## config.mk

```make
export PLATFORM = sky130hd
export DESIGN_NAME = fdc_cmd_port
export DESIGN_NICKNAME = d
export VERILOG_FILES = /design/src/shared/fdc_pkg.sv /design/src/hw/fdc_fifo.sv /design/src/hw/fdc_pace.sv /design/src/hw/fdc_cmd_port.sv
export SDC_FILE = /design/constraint.sdc
export NUM_CORES = 1
export LEC_CHECK = 0
export BUFFER_PORTS_ARGS = -buffer_cell sky130_fd_sc_hd__buf_4
export CORE_AREA = 2 2 119 144
export DETAILED_ROUTE_END_ITERATION = 8
export DIE_AREA = 0 0 121 146
export GPL_ROUTABILITY_DRIVEN = 0
export PLACE_DENSITY = 0.65
export SKIP_LAST_GASP = 1
export SYNTH_ARGS = -nofsm -noshare
export SYNTH_HDL_FRONTEND = slang
export SYNTH_HIERARCHICAL = 1
export SYNTH_SLANG_ARGS = --single-unit
```

## constraint.sdc

```tcl
create_clock -name sys_clk -period 3.2 [get_ports sys_clk]
set_input_delay 0.16 -clock sys_clk [delete_from_list [all_inputs] [get_ports sys_clk]]
set_output_delay 0.16 -clock sys_clk [all_outputs]
set_load 0.03 [all_outputs]
```

## src/shared/fdc_pkg.sv

```systemverilog
// Constants for the floppy disk command port block.
// Assumes a 20 MHz system clock and an 8-bit host I/O port bus.
package fdc_pkg;
	// ----------------------------------------
	// Port addresses (all 8 bits of I/O address)
	// ----------------------------------------
	localparam logic [7:0] PORT_CMD_STAT = 8'hf8;
	localparam logic [7:0] PORT_SECTOR   = 8'hfa;
	localparam logic [7:0] PORT_DATA     = 8'hfb;
	localparam logic [7:0] PORT_WAIT     = 8'hfc;

	// ----------------------------------------
	// Command codes
	// ----------------------------------------
	localparam logic [7:0] CMD_STEP_IN  = 8'h43;
	localparam logic [7:0] CMD_STEP_OUT = 8'h63;
	localparam logic [7:0] CMD_SEEK     = 8'h13;
	localparam logic [7:0] CMD_RESTORE  = 8'h03;
	localparam logic [7:0] CMD_READ     = 8'h8c;
	localparam logic [2:0] CMD_TYPE2_RD = 3'h4;

	// ----------------------------------------
	// Geometry and status fields
	// ----------------------------------------
	localparam logic [6:0] TRACK_MAX     = 7'h4c;
	localparam logic [7:0] SECTOR_BYTES  = 8'h80;
	localparam int         ST_BUSY       = 0;
	localparam int         ST_DRQ        = 1;
	localparam int         ST_LOST       = 2;
	localparam int         ST_NOTFOUND   = 4;
	localparam int         ST_NOTREADY   = 7;
	localparam int         WAIT_DONE_BIT = 7;
	localparam int         FIFO_DEPTH    = 4;
	localparam int         FIFO_WIDTH    = 8;

	// ----------------------------------------
	// Timing
	// ----------------------------------------
	localparam int CLK_HZ        = 20_000_000;
	localparam int STEP_RATE_US  = 10_000;
	localparam int STEP_CYCLES   = STEP_RATE_US * (CLK_HZ / 1_000_000);
	localparam int REV_MS        = 200;
	localparam int UNLOAD_REVS   = 2;
	localparam int UNLOAD_CYCLES = UNLOAD_REVS * REV_MS * (CLK_HZ / 1_000);
	localparam int BYTE_US       = 32;
	localparam int BYTE_CYCLES   = BYTE_US * (CLK_HZ / 1_000_000);
	localparam int LOST_CYCLES   = 4 * BYTE_CYCLES;
endpackage

```

## src/hw/fdc_fifo.sv

```systemverilog
// Small synchronous FIFO for sector bytes.
// Assumes one clock; both sides use valid/ready.
`timescale 1ns/100ps
module fdc_fifo #(
	parameter int WIDTH = 8,
	parameter int DEPTH = 4
) (
	// Clock and reset
	input  wire logic             sys_clk,
	input  wire logic             rst_b,
	input  wire logic             flush,
	// Fill side
	input  wire logic             in_valid,
	output logic                  in_ready,
	input  wire logic [WIDTH-1:0] in_data,
	// Drain side
	output logic                  out_valid,
	input  wire logic             out_ready,
	output logic      [WIDTH-1:0] out_data
);
	localparam int AW = $clog2(DEPTH);

	logic [WIDTH-1:0] mem_q [DEPTH];
	logic [AW-1:0]    wr_q;
	logic [AW-1:0]    rd_q;
	logic [AW:0]      cnt_q;
	logic             push;
	logic             pop;

	assign in_ready  = (cnt_q != (AW+1)'(DEPTH));
	assign out_valid = (cnt_q != '0);
	assign push      = in_valid && in_ready;
	assign pop       = out_valid && out_ready;
	assign out_data  = mem_q[rd_q];

	always_ff @(posedge sys_clk) begin
		if (push)
			mem_q[wr_q] <= in_data;
	end

	always_ff @(posedge sys_clk or negedge rst_b) begin
		if (!rst_b) begin
			wr_q  <= '0;
			rd_q  <= '0;
			cnt_q <= '0;
		end else if (flush) begin
			wr_q  <= '0;
			rd_q  <= '0;
			cnt_q <= '0;
		end else begin
			if (push)
				wr_q <= (wr_q == AW'(DEPTH-1)) ? '0 : wr_q + 1'b1;
			if (pop)
				rd_q <= (rd_q == AW'(DEPTH-1)) ? '0 : rd_q + 1'b1;
			cnt_q <= cnt_q + (AW+1)'(push) - (AW+1)'(pop);
		end
	end
endmodule

```

## src/hw/fdc_pace.sv

```systemverilog
// Periodic enable divider with restartable count.
// Assumes one clock; pulse is one cycle wide.
`timescale 1ns/100ps
module fdc_pace #(
	parameter int unsigned PERIOD = 200
) (
	// Clock and reset
	input  wire logic sys_clk,
	input  wire logic rst_b,
	// Control
	input  wire logic run,
	// Tick
	output logic      tick
);
	localparam int W = $clog2(PERIOD + 1);
	logic [W-1:0] cnt_q;

	assign tick = run && (cnt_q == W'(PERIOD - 1));

	always_ff @(posedge sys_clk or negedge rst_b) begin
		if (!rst_b)
			cnt_q <= '0;
		else if (!run || tick)
			cnt_q <= '0;
		else
			cnt_q <= cnt_q + 1'b1;
	end
endmodule

```

## src/hw/fdc_cmd_port.sv

```systemverilog
// Command port of a programmed-transfer floppy disk adapter.
// Assumes host I/O strobes synchronous to sys_clk, drive pins sampled directly.
`timescale 1ns/100ps
module fdc_cmd_port #(
	parameter int unsigned STEP_CYCLES   = fdc_pkg::STEP_CYCLES,
	parameter int unsigned UNLOAD_CYCLES = fdc_pkg::UNLOAD_CYCLES,
	parameter int unsigned LOST_CYCLES   = fdc_pkg::LOST_CYCLES
) (
	// Clock and reset
	input  wire logic       sys_clk,
	input  wire logic       rst_b,
	// Host I/O port
	input  wire logic [7:0] io_addr,
	input  wire logic       io_wr,
	input  wire logic       io_rd,
	input  wire logic [7:0] io_wdata,
	output logic      [7:0] io_rdata,
	output logic            io_wait,
	// Drive pins
	input  wire logic       track0_b,
	input  wire logic       ready_b,
	output logic            step_q,
	output logic            dir_in_q,
	output logic            head_load_q,
	// Disk byte stream
	input  wire logic       disk_valid,
	input  wire logic [7:0] disk_data,
	input  wire logic       disk_sector_found,
	// Sector select to read channel
	output logic      [7:0] sector_q
);
	typedef enum logic [2:0] {ST_IDLE, ST_HOME, ST_STEP, ST_SEEK, ST_READ} fdc_state_t;

	// ------------------------------------------------------------
	// Decode
	// ------------------------------------------------------------
	function automatic logic hit(input logic [7:0] a, input logic [7:0] p);
		hit = (a == p);
	endfunction

	fdc_state_t  state_q;
	logic [6:0]  track_q;
	logic [6:0]  target_q;
	logic [7:0]  data_q;
	logic [7:0]  status_q;
	logic [7:0]  byte_cnt_q;
	logic        done_q;
	logic        step_tick;
	logic        unload_tick;
	logic        lost_tick;
	logic        wr_cmd;
	logic        rd_data;
	logic        rd_wait;
	logic        f_valid;
	logic        f_ready;
	logic [7:0]  f_data;
	logic        f_in_ready;
	logic        byte_transfer_request;
	logic        stepping;
	logic        reading;
	logic        rd_cmd;
	logic        disk_take;

	assign wr_cmd   = io_wr && hit(io_addr, fdc_pkg::PORT_CMD_STAT);
	assign rd_data  = io_rd && hit(io_addr, fdc_pkg::PORT_DATA);
	assign rd_wait  = io_rd && hit(io_addr, fdc_pkg::PORT_WAIT);
	assign stepping = (state_q == ST_HOME) || (state_q == ST_STEP) || (state_q == ST_SEEK);
	assign reading  = (state_q == ST_READ);
	assign byte_transfer_request      = f_valid;
	assign rd_cmd   = wr_cmd && (io_wdata[7:5] == fdc_pkg::CMD_TYPE2_RD);
	// Bytes past one sector are never taken
	assign disk_take = reading && disk_valid && (byte_cnt_q != fdc_pkg::SECTOR_BYTES);

	// ------------------------------------------------------------
	// Dividers
	// ------------------------------------------------------------
	fdc_pace #(.PERIOD(STEP_CYCLES)) u_step (
		.sys_clk (sys_clk),
		.rst_b   (rst_b),
		.run     (stepping),
		.tick    (step_tick)
	);

	// Restarted by each read command so a busy host keeps the head down
	// Also runs while reading, bounding the search for a missing sector
	fdc_pace #(.PERIOD(UNLOAD_CYCLES)) u_unload (
		.sys_clk (sys_clk),
		.rst_b   (rst_b),
		.run     ((head_load_q || reading) && !rd_cmd),
		.tick    (unload_tick)
	);

	// Host too slow: a full buffer while the disk keeps turning
	fdc_pace #(.PERIOD(LOST_CYCLES)) u_lost (
		.sys_clk (sys_clk),
		.rst_b   (rst_b),
		.run     (reading && !f_in_ready),
		.tick    (lost_tick)
	);

	// ------------------------------------------------------------
	// Sector byte buffer
	// ------------------------------------------------------------
	fdc_fifo #(.WIDTH(fdc_pkg::FIFO_WIDTH), .DEPTH(fdc_pkg::FIFO_DEPTH)) u_fifo (
		.sys_clk   (sys_clk),
		.rst_b     (rst_b),
		.flush     (!reading),
		.in_valid  (disk_take),
		.in_ready  (f_in_ready),
		.in_data   (disk_data),
		.out_valid (f_valid),
		.out_ready (rd_data),
		.out_data  (f_data)
	);

	// ------------------------------------------------------------
	// Host registers
	// ------------------------------------------------------------
	always_ff @(posedge sys_clk or negedge rst_b) begin
		if (!rst_b)
			sector_q <= 8'h01;
		else if (io_wr && hit(io_addr, fdc_pkg::PORT_SECTOR))
			sector_q <= io_wdata;
	end

	always_ff @(posedge sys_clk or negedge rst_b) begin
		if (!rst_b)
			data_q <= '0;
		else if (io_wr && hit(io_addr, fdc_pkg::PORT_DATA))
			data_q <= io_wdata;
		else if (rd_data && f_valid)
			data_q <= f_data;
	end

	// ------------------------------------------------------------
	// Command sequencer
	// ------------------------------------------------------------
	always_ff @(posedge sys_clk or negedge rst_b) begin
		if (!rst_b) begin
			state_q    <= ST_HOME;
			track_q    <= '0;
			target_q   <= '0;
			byte_cnt_q <= '0;
			status_q   <= '0;
			done_q     <= 1'b0;
			dir_in_q   <= 1'b0;
		end else begin
			if (rd_wait && done_q && !byte_transfer_request)
				done_q <= 1'b0;
			case (state_q)
			ST_HOME: begin
				dir_in_q <= 1'b0;
				if (!track0_b) begin
					track_q  <= '0;
					state_q  <= ST_IDLE;
					done_q   <= 1'b1;
					status_q <= '0;
				end
			end
			ST_STEP, ST_SEEK: begin
				if (track_q == target_q) begin
					state_q <= ST_IDLE;
					done_q  <= 1'b1;
				end else if (step_tick) begin
					track_q <= dir_in_q ? track_q + 1'b1 : track_q - 1'b1;
				end else begin
					dir_in_q <= (target_q > track_q);
				end
			end
			ST_READ: begin
				// Counted even into a full buffer, so a slow host cannot hang the end
				if (disk_take)
					byte_cnt_q <= byte_cnt_q + 1'b1;
				if (lost_tick)
					status_q[fdc_pkg::ST_LOST] <= 1'b1;
				if (ready_b) begin
					status_q[fdc_pkg::ST_NOTREADY] <= 1'b1;
					state_q <= ST_IDLE;
					done_q  <= 1'b1;
				end else if (!disk_sector_found && unload_tick) begin
					status_q[fdc_pkg::ST_NOTFOUND] <= 1'b1;
					state_q <= ST_IDLE;
					done_q  <= 1'b1;
				end else if (byte_cnt_q == fdc_pkg::SECTOR_BYTES && !f_valid) begin
					state_q <= ST_IDLE;
					done_q  <= 1'b1;
				end
			end
			default: begin
				if (wr_cmd) begin
					done_q   <= 1'b0;
					status_q <= '0;
					if (io_wdata == fdc_pkg::CMD_STEP_IN) begin
						target_q <= (track_q == fdc_pkg::TRACK_MAX) ? track_q : track_q + 1'b1;
						state_q  <= ST_STEP;
					end else if (io_wdata == fdc_pkg::CMD_STEP_OUT) begin
						target_q <= (track_q == '0) ? track_q : track_q - 1'b1;
						state_q  <= ST_STEP;
					end else if (io_wdata == fdc_pkg::CMD_SEEK) begin
						target_q <= (data_q[6:0] > fdc_pkg::TRACK_MAX) ?
							fdc_pkg::TRACK_MAX : data_q[6:0];
						state_q  <= ST_SEEK;
					end else if (io_wdata == fdc_pkg::CMD_RESTORE) begin
						state_q <= ST_HOME;
					end else if (io_wdata[7:5] == fdc_pkg::CMD_TYPE2_RD) begin
						byte_cnt_q <= '0;
						state_q    <= ST_READ;
					end else begin
						done_q <= 1'b1;
					end
				end
			end
			endcase
		end
	end

	// ------------------------------------------------------------
	// Drive outputs
	// ------------------------------------------------------------
	always_ff @(posedge sys_clk or negedge rst_b) begin
		if (!rst_b)
			step_q <= 1'b0;
		else
			step_q <= step_tick && ((state_q == ST_HOME && track0_b) ||
				((state_q == ST_STEP || state_q == ST_SEEK) && track_q != target_q));
	end

	always_ff @(posedge sys_clk or negedge rst_b) begin
		if (!rst_b)
			head_load_q <= 1'b0;
		else if (wr_cmd && state_q == ST_IDLE && io_wdata == fdc_pkg::CMD_READ)
			head_load_q <= 1'b1;
		else if (unload_tick && !reading)
			head_load_q <= 1'b0;
	end

	// ------------------------------------------------------------
	// Host read mux and wait
	// ------------------------------------------------------------
	assign io_wait = rd_wait && !byte_transfer_request && !done_q;

	always_comb begin
		io_rdata = 8'h00;
		if (hit(io_addr, fdc_pkg::PORT_CMD_STAT))
			io_rdata = {status_q[7:2], byte_transfer_request, (state_q != ST_IDLE)};
		else if (hit(io_addr, fdc_pkg::PORT_DATA))
			io_rdata = f_valid ? f_data : data_q;
		else if (hit(io_addr, fdc_pkg::PORT_SECTOR))
			io_rdata = sector_q;
		else if (hit(io_addr, fdc_pkg::PORT_WAIT))
			io_rdata = {byte_transfer_request, 7'h00};
	end

	// ------------------------------------------------------------
	// Checks
	// ------------------------------------------------------------
	a_track_range: assert property (@(posedge sys_clk) disable iff (!rst_b)
		track_q <= fdc_pkg::TRACK_MAX) else $error("track beyond inner limit");
	a_home_stops: assert property (@(posedge sys_clk) disable iff (!rst_b)
		(state_q == ST_HOME && !track0_b) |=> !step_q && track_q == '0)
		else $error("stepping after track zero");
	a_wait_release: assert property (@(posedge sys_clk) disable iff (!rst_b)
		(rd_wait && byte_transfer_request) |-> !io_wait && io_rdata[fdc_pkg::WAIT_DONE_BIT])
		else $error("wait not released by data request");
	a_wait_done_bit: assert property (@(posedge sys_clk) disable iff (!rst_b)
		(rd_wait && !io_wait && !byte_transfer_request) |-> !io_rdata[fdc_pkg::WAIT_DONE_BIT])
		else $error("done wait bit set");
	a_read_loads: assert property (@(posedge sys_clk) disable iff (!rst_b)
		(wr_cmd && state_q == ST_IDLE && io_wdata == fdc_pkg::CMD_READ) |=> head_load_q)
		else $error("head not loaded by read");
	a_step_in_dir: assert property (@(posedge sys_clk) disable iff (!rst_b)
		(wr_cmd && state_q == ST_IDLE && io_wdata == fdc_pkg::CMD_STEP_IN &&
		track_q != fdc_pkg::TRACK_MAX) |=> ##1 dir_in_q)
		else $error("step in direction wrong");
	a_seek_target: assert property (@(posedge sys_clk) disable iff (!rst_b)
		(wr_cmd && state_q == ST_IDLE && io_wdata == fdc_pkg::CMD_SEEK &&
		data_q[6:0] <= fdc_pkg::TRACK_MAX) |=> target_q == $past(data_q[6:0]))
		else $error("seek target not taken");
	a_byte_limit: assert property (@(posedge sys_clk) disable iff (!rst_b)
		reading |-> byte_cnt_q <= fdc_pkg::SECTOR_BYTES)
		else $error("more than one sector of bytes");
	a_notready_fail: assert property (@(posedge sys_clk) disable iff (!rst_b)
		(reading && ready_b) |=> status_q[fdc_pkg::ST_NOTREADY] && done_q)
		else $error("not ready not reported");
	a_lost_flag: assert property (@(posedge sys_clk) disable iff (!rst_b)
		(reading && lost_tick) |=> status_q[fdc_pkg::ST_LOST])
		else $error("lost data not flagged");
	a_notfound_fail: assert property (@(posedge sys_clk) disable iff (!rst_b)
		(reading && !ready_b && !disk_sector_found && unload_tick) |=>
		status_q[fdc_pkg::ST_NOTFOUND] && !reading)
		else $error("missing sector not reported");
	a_head_unload: assert property (@(posedge sys_clk) disable iff (!rst_b)
		(head_load_q && !reading && unload_tick && !wr_cmd) |=> !head_load_q)
		else $error("head held after idle revolutions");
endmodule

```

==> impl_metrics.tcl <==
set metrics [dict create \
    status "finished, final reports clean" \
    final_nets 876 \
    pre_cts_slack_ns 0.4465 \
    min_period_over_period_pct 87.17 \
    io_pins 52 \
    irDropWorstVdd_v 0.0004135 \
    worstHoldPathType "in2reg" \
    power-per-cell-area_nw_per_um2 498.7 \
    critPathKind "reg2out" \
    endpoint_kind "output port" \
    drv_slew 0 \
    syn-cell-area_um2 7777 \
    clk_latency_ns 0.42 \
    cp_max_fo 11 \
    drv_cap 0 \
    hold_start "io_wdata[0]" \
    grt_pass1_wl_um 30280 \
    synth.avg_cell_area_um2 10.27 \
    syn_inst 757 \
    path_cells "mux4_2 -> and3_1 -> o21ai_0 -> o21ai_0 -> a22o_1 -> buf_4" \
    yosysSeqAreaShare_pct 47.14 \
    die_area_um2 17670 \
    power_frac_seq_pct 45.2 \
    die_h_um 146 \
    yosys_warnings 6 \
    max_stage_delay_ns 0.71 \
    skew_ns 0.01042 \
    hpwl_um 12990 \
    crit_arrival_ns 2.63 \
    setup_ws_ns 0.4105 \
    period_needed_ns 2.790 \
    dp.cells 1002 \
    rrSetupSlack_ns 0.46 \
    worst_ep_required_time_ns 3.04 \
    crit_family "flip-flops" \
    setup_viol 0 \
    synthFlopType "dfrtp_1" \
    drt-pass1-iter-count 5 \
    core_um2 16140 \
    ys_seq_elements 140 \
    cts_root_buffer "clkbuf_16" \
    grt_max_degree 64 \
    post_drt_wl_per_cell_um 17.01 \
    diodes 0 \
    whs_endpoint "sector_q[0]$_DFFE_PN1P_" \
    start_util_pct 48.17 \
    drcViolationCount 0 \
    r2r_start "state_q[1]$_DFFE_PN0P_" \
    cts_sinks 140 \
    fmax_ghz 0.3585 \
    start_kind "register" \
    power.internal_mw 3.201 \
    crit_top_cell "o21ai_0" \
    drt-initial-drc-count 397 \
    worst_hold_path.num_cells 2 \
    power_frac_clock_pct 42.3 \
    slowest_stage "dfrtp_1" \
    numCtsBuffers 17 \
    cts_tree "done" \
    antenna_found_initial 0 \
    final_core_util_pct 56.20 \
    clk_pin_slew_ns 0.07 \
    rsz0062_at_grt "no" \
    grt_pass1_vias 6130 \
    worst_pin_slew_ns 0.9610 \
    p_comb_share_pct 12.5 \
    area.growth.synth_to_final_pct 16.65 \
    synth_cell_types 85 \
    synthesis.nets 811 \
    tns_ns 0 \
    rr_worst_depth 12 \
    drive_above_1_share_pct 16.65 \
    power_mw 4.524 \
    hold_violations 0 \
    cts_setup_buffers 0 \
    port_buffers 51 \
    async_flop_share_pct 77.14 \
    vias 6045 \
    leakage_nw 3.624 \
    slew-limit-headroom_pct 35.70 \
    stdcell_count 1047 \
    htree_levels 4 \
    viasPerCell 5.774 \
    grtUsageTotal_pct 21.32 \
    cts_resized 0 \
    synth-edff-count 32 \
    gr-total-overflow 0 \
    antenna_left 0 \
    row_count 51 \
    chipWidth_um 121 \
    clockBufferDepth 2 \
    power.switching_mw 1.324 \
    totalWireLength_um 17810 \
    p_sw_share_pct 29.26 \
    cp_num_buf_inv 1 \
    rr_endpoint "u_fifo/cnt_q[2]$_DFF_PN0_" \
]
-- sequential cells by signal, summed over array words and instances (netlist names), 7 cells and up --
| register | cells |
|---|---|
| sector_q | 8 |
| track_q | 7 |
| target_q | 7 |
| u_step/cnt_q | 18 |
| u_lost/cnt_q | 12 |
| u_fifo/mem_q | 32 |
| byte_cnt_q | 8 |
| u_unload/cnt_q | 23 |
| data_q | 8 |
-- synthesized netlist by cell type, types with 4 or more instances --
library cell	number	area, um^2
dfrtp_1	106	2653
nor2_1	93	349.1
a21oi_1	42	210.2
nand2_1	41	153.9
inv_1	38	142.6
edfxtp_1	32	960.9
o21ai_0	31	155.2
xnor2_1	30	262.8
mux2i_1	22	220.2
ha_1	21	262.8
nand3_1	21	105.1
nor3_1	18	90.09
nand4_1	17	106.4
xor2_1	13	113.9
o31ai_1	12	90.09
nor2b_1	11	68.82
nor4_1	11	68.82
o21ai_1	11	55.05
buf_2	10	50.05
clkbuf_1	10	37.54
or3_1	10	62.56
and3_1	9	56.30
nand2b_1	9	56.30
mux4_2	8	180.2
o211ai_1	8	60.06
a31oi_1	7	43.79
and4_1	6	52.55
mux2_1	6	67.56
or4_1	5	37.54
a22o_1	4	35.03
a22oi_1	4	30.03
and2_1	4	25.02
nand3_2	4	40.04
o21a_1	4	30.03
-- repair_timing --
item / CTS / global route
hold buffers: 13 / 0
hold endpoints to repair: 97 / 0
endpoints found under the setup margin: 0 / 0
-- routing by layer --
metal  global-route usage [%]  vias up  wire length [um]
li1                         -     2904                 -
met4                    6.977        0               342
met1                    26.67     2984              7774
met2                    36.71      133              9180
met5                        0        -                 0
met3                    4.232       24               514
-- layout make-up --
type	instances	area, um^2
Inverter	39	146.4
Fill cell	1388	7072
Multi-Input combinational cell	552	3836
Clock buffer	17	425.4
Tap cell	212	265.3
Clock inverter	15	147.6
Timing Repair Buffer	72	585.6
Sequential cell	140	3666
-- through the flow --
stage / instance area (um^2) / hold WS [ns]
6_report: 9072 / 0.02446
2_1_floorplan: 7777 / -0.1356
4_1_cts: 9072 / 0.0002344
5_1_grt: 9072 / 0.005888
3_3_place_gp: 8369 / 0.3063
3_5_place_dp: 8369 / 0.3227
-- power by group through the flow --
stage               Clock (mW)  Combinational, mW  Sequential, mW
floorplan                    0              0.423            2.01
global placement             0              0.524            2.07
detailed placement           0              0.546            2.07
CTS                       1.95              0.566            2.04
global route              2.02              0.642            2.06
finish                    1.91              0.565            2.05
-- cells by family (layout without fill, tap and decap cells) --
logic type      count (synthesis)  in the layout  share of synthesized area [%]
compound gates                152            152                          12.81
fa+ha+maj                      24             24                          3.909
simple gates                  295            295                          21.46
buf+inv                        65            143                          3.539
mux                            38             38                          6.306
flops                         140            140                          47.14
xor+xnor                       43             43                          4.842
-- worst reg2reg max path: cells and delay by family, from the launching register on --
family / cells / cell delay [ns]
simple gates: 5 / 1.03
fa+ha+maj: 3 / 0.78
flops: 1 / 0.41
compound gates: 1 / 0.18
xor+xnor: 1 / 0.16
buf+inv: 2 / 0.10
-- layout by cell type, fill, tap and decap left out, types with 6 or more instances in the layout --
cell type        n
and4_1           6
nand4_1         17
a21oi_1         42
clkbuf_16       17
dlygate4sd3_1   13
ha_1            21
o21ai_0         30
mux4_2           8
nand2b_1         9
nor2b_1         11
o31ai_1         12
and3_1           9
a31oi_1          7
edfxtp_1        32
dfrtp_1        106
mux2_1           6
xnor2_1         30
or3_1           10
mux2i_1         22
nand2_1         41
inv_1           38
o211ai_1         8
nor4_1          11
nor3_1          18
o21ai_1         12
buf_4           58
nand3_1         21
xor2_1          13
nor2_1          93
-- worst max-delay path by stage --
stage | end | startpoint | cells after the start
final | io_rdata[1] | u_fifo/rd_q[0]$_DFFE_PN0P_ | 6
after global routing | io_rdata[7] | u_fifo/rd_q[0]$_DFFE_PN0P_ | 7
after CTS | io_rdata[7] | u_fifo/rd_q[0]$_DFFE_PN0P_ | 7
after detailed placement | u_fifo/cnt_q[2]$_DFF_PN0_ | state_q[1]$_DFFE_PN0P_ | 12
after global placement | u_fifo/cnt_q[2]$_DFF_PN0_ | state_q[1]$_DFFE_PN0P_ | 12
after floorplan | u_fifo/cnt_q[2]$_DFF_PN0_ | state_q[1]$_DFFE_PN0P_ | 12
No activity file was read; power rests on OpenSTA's default activity.
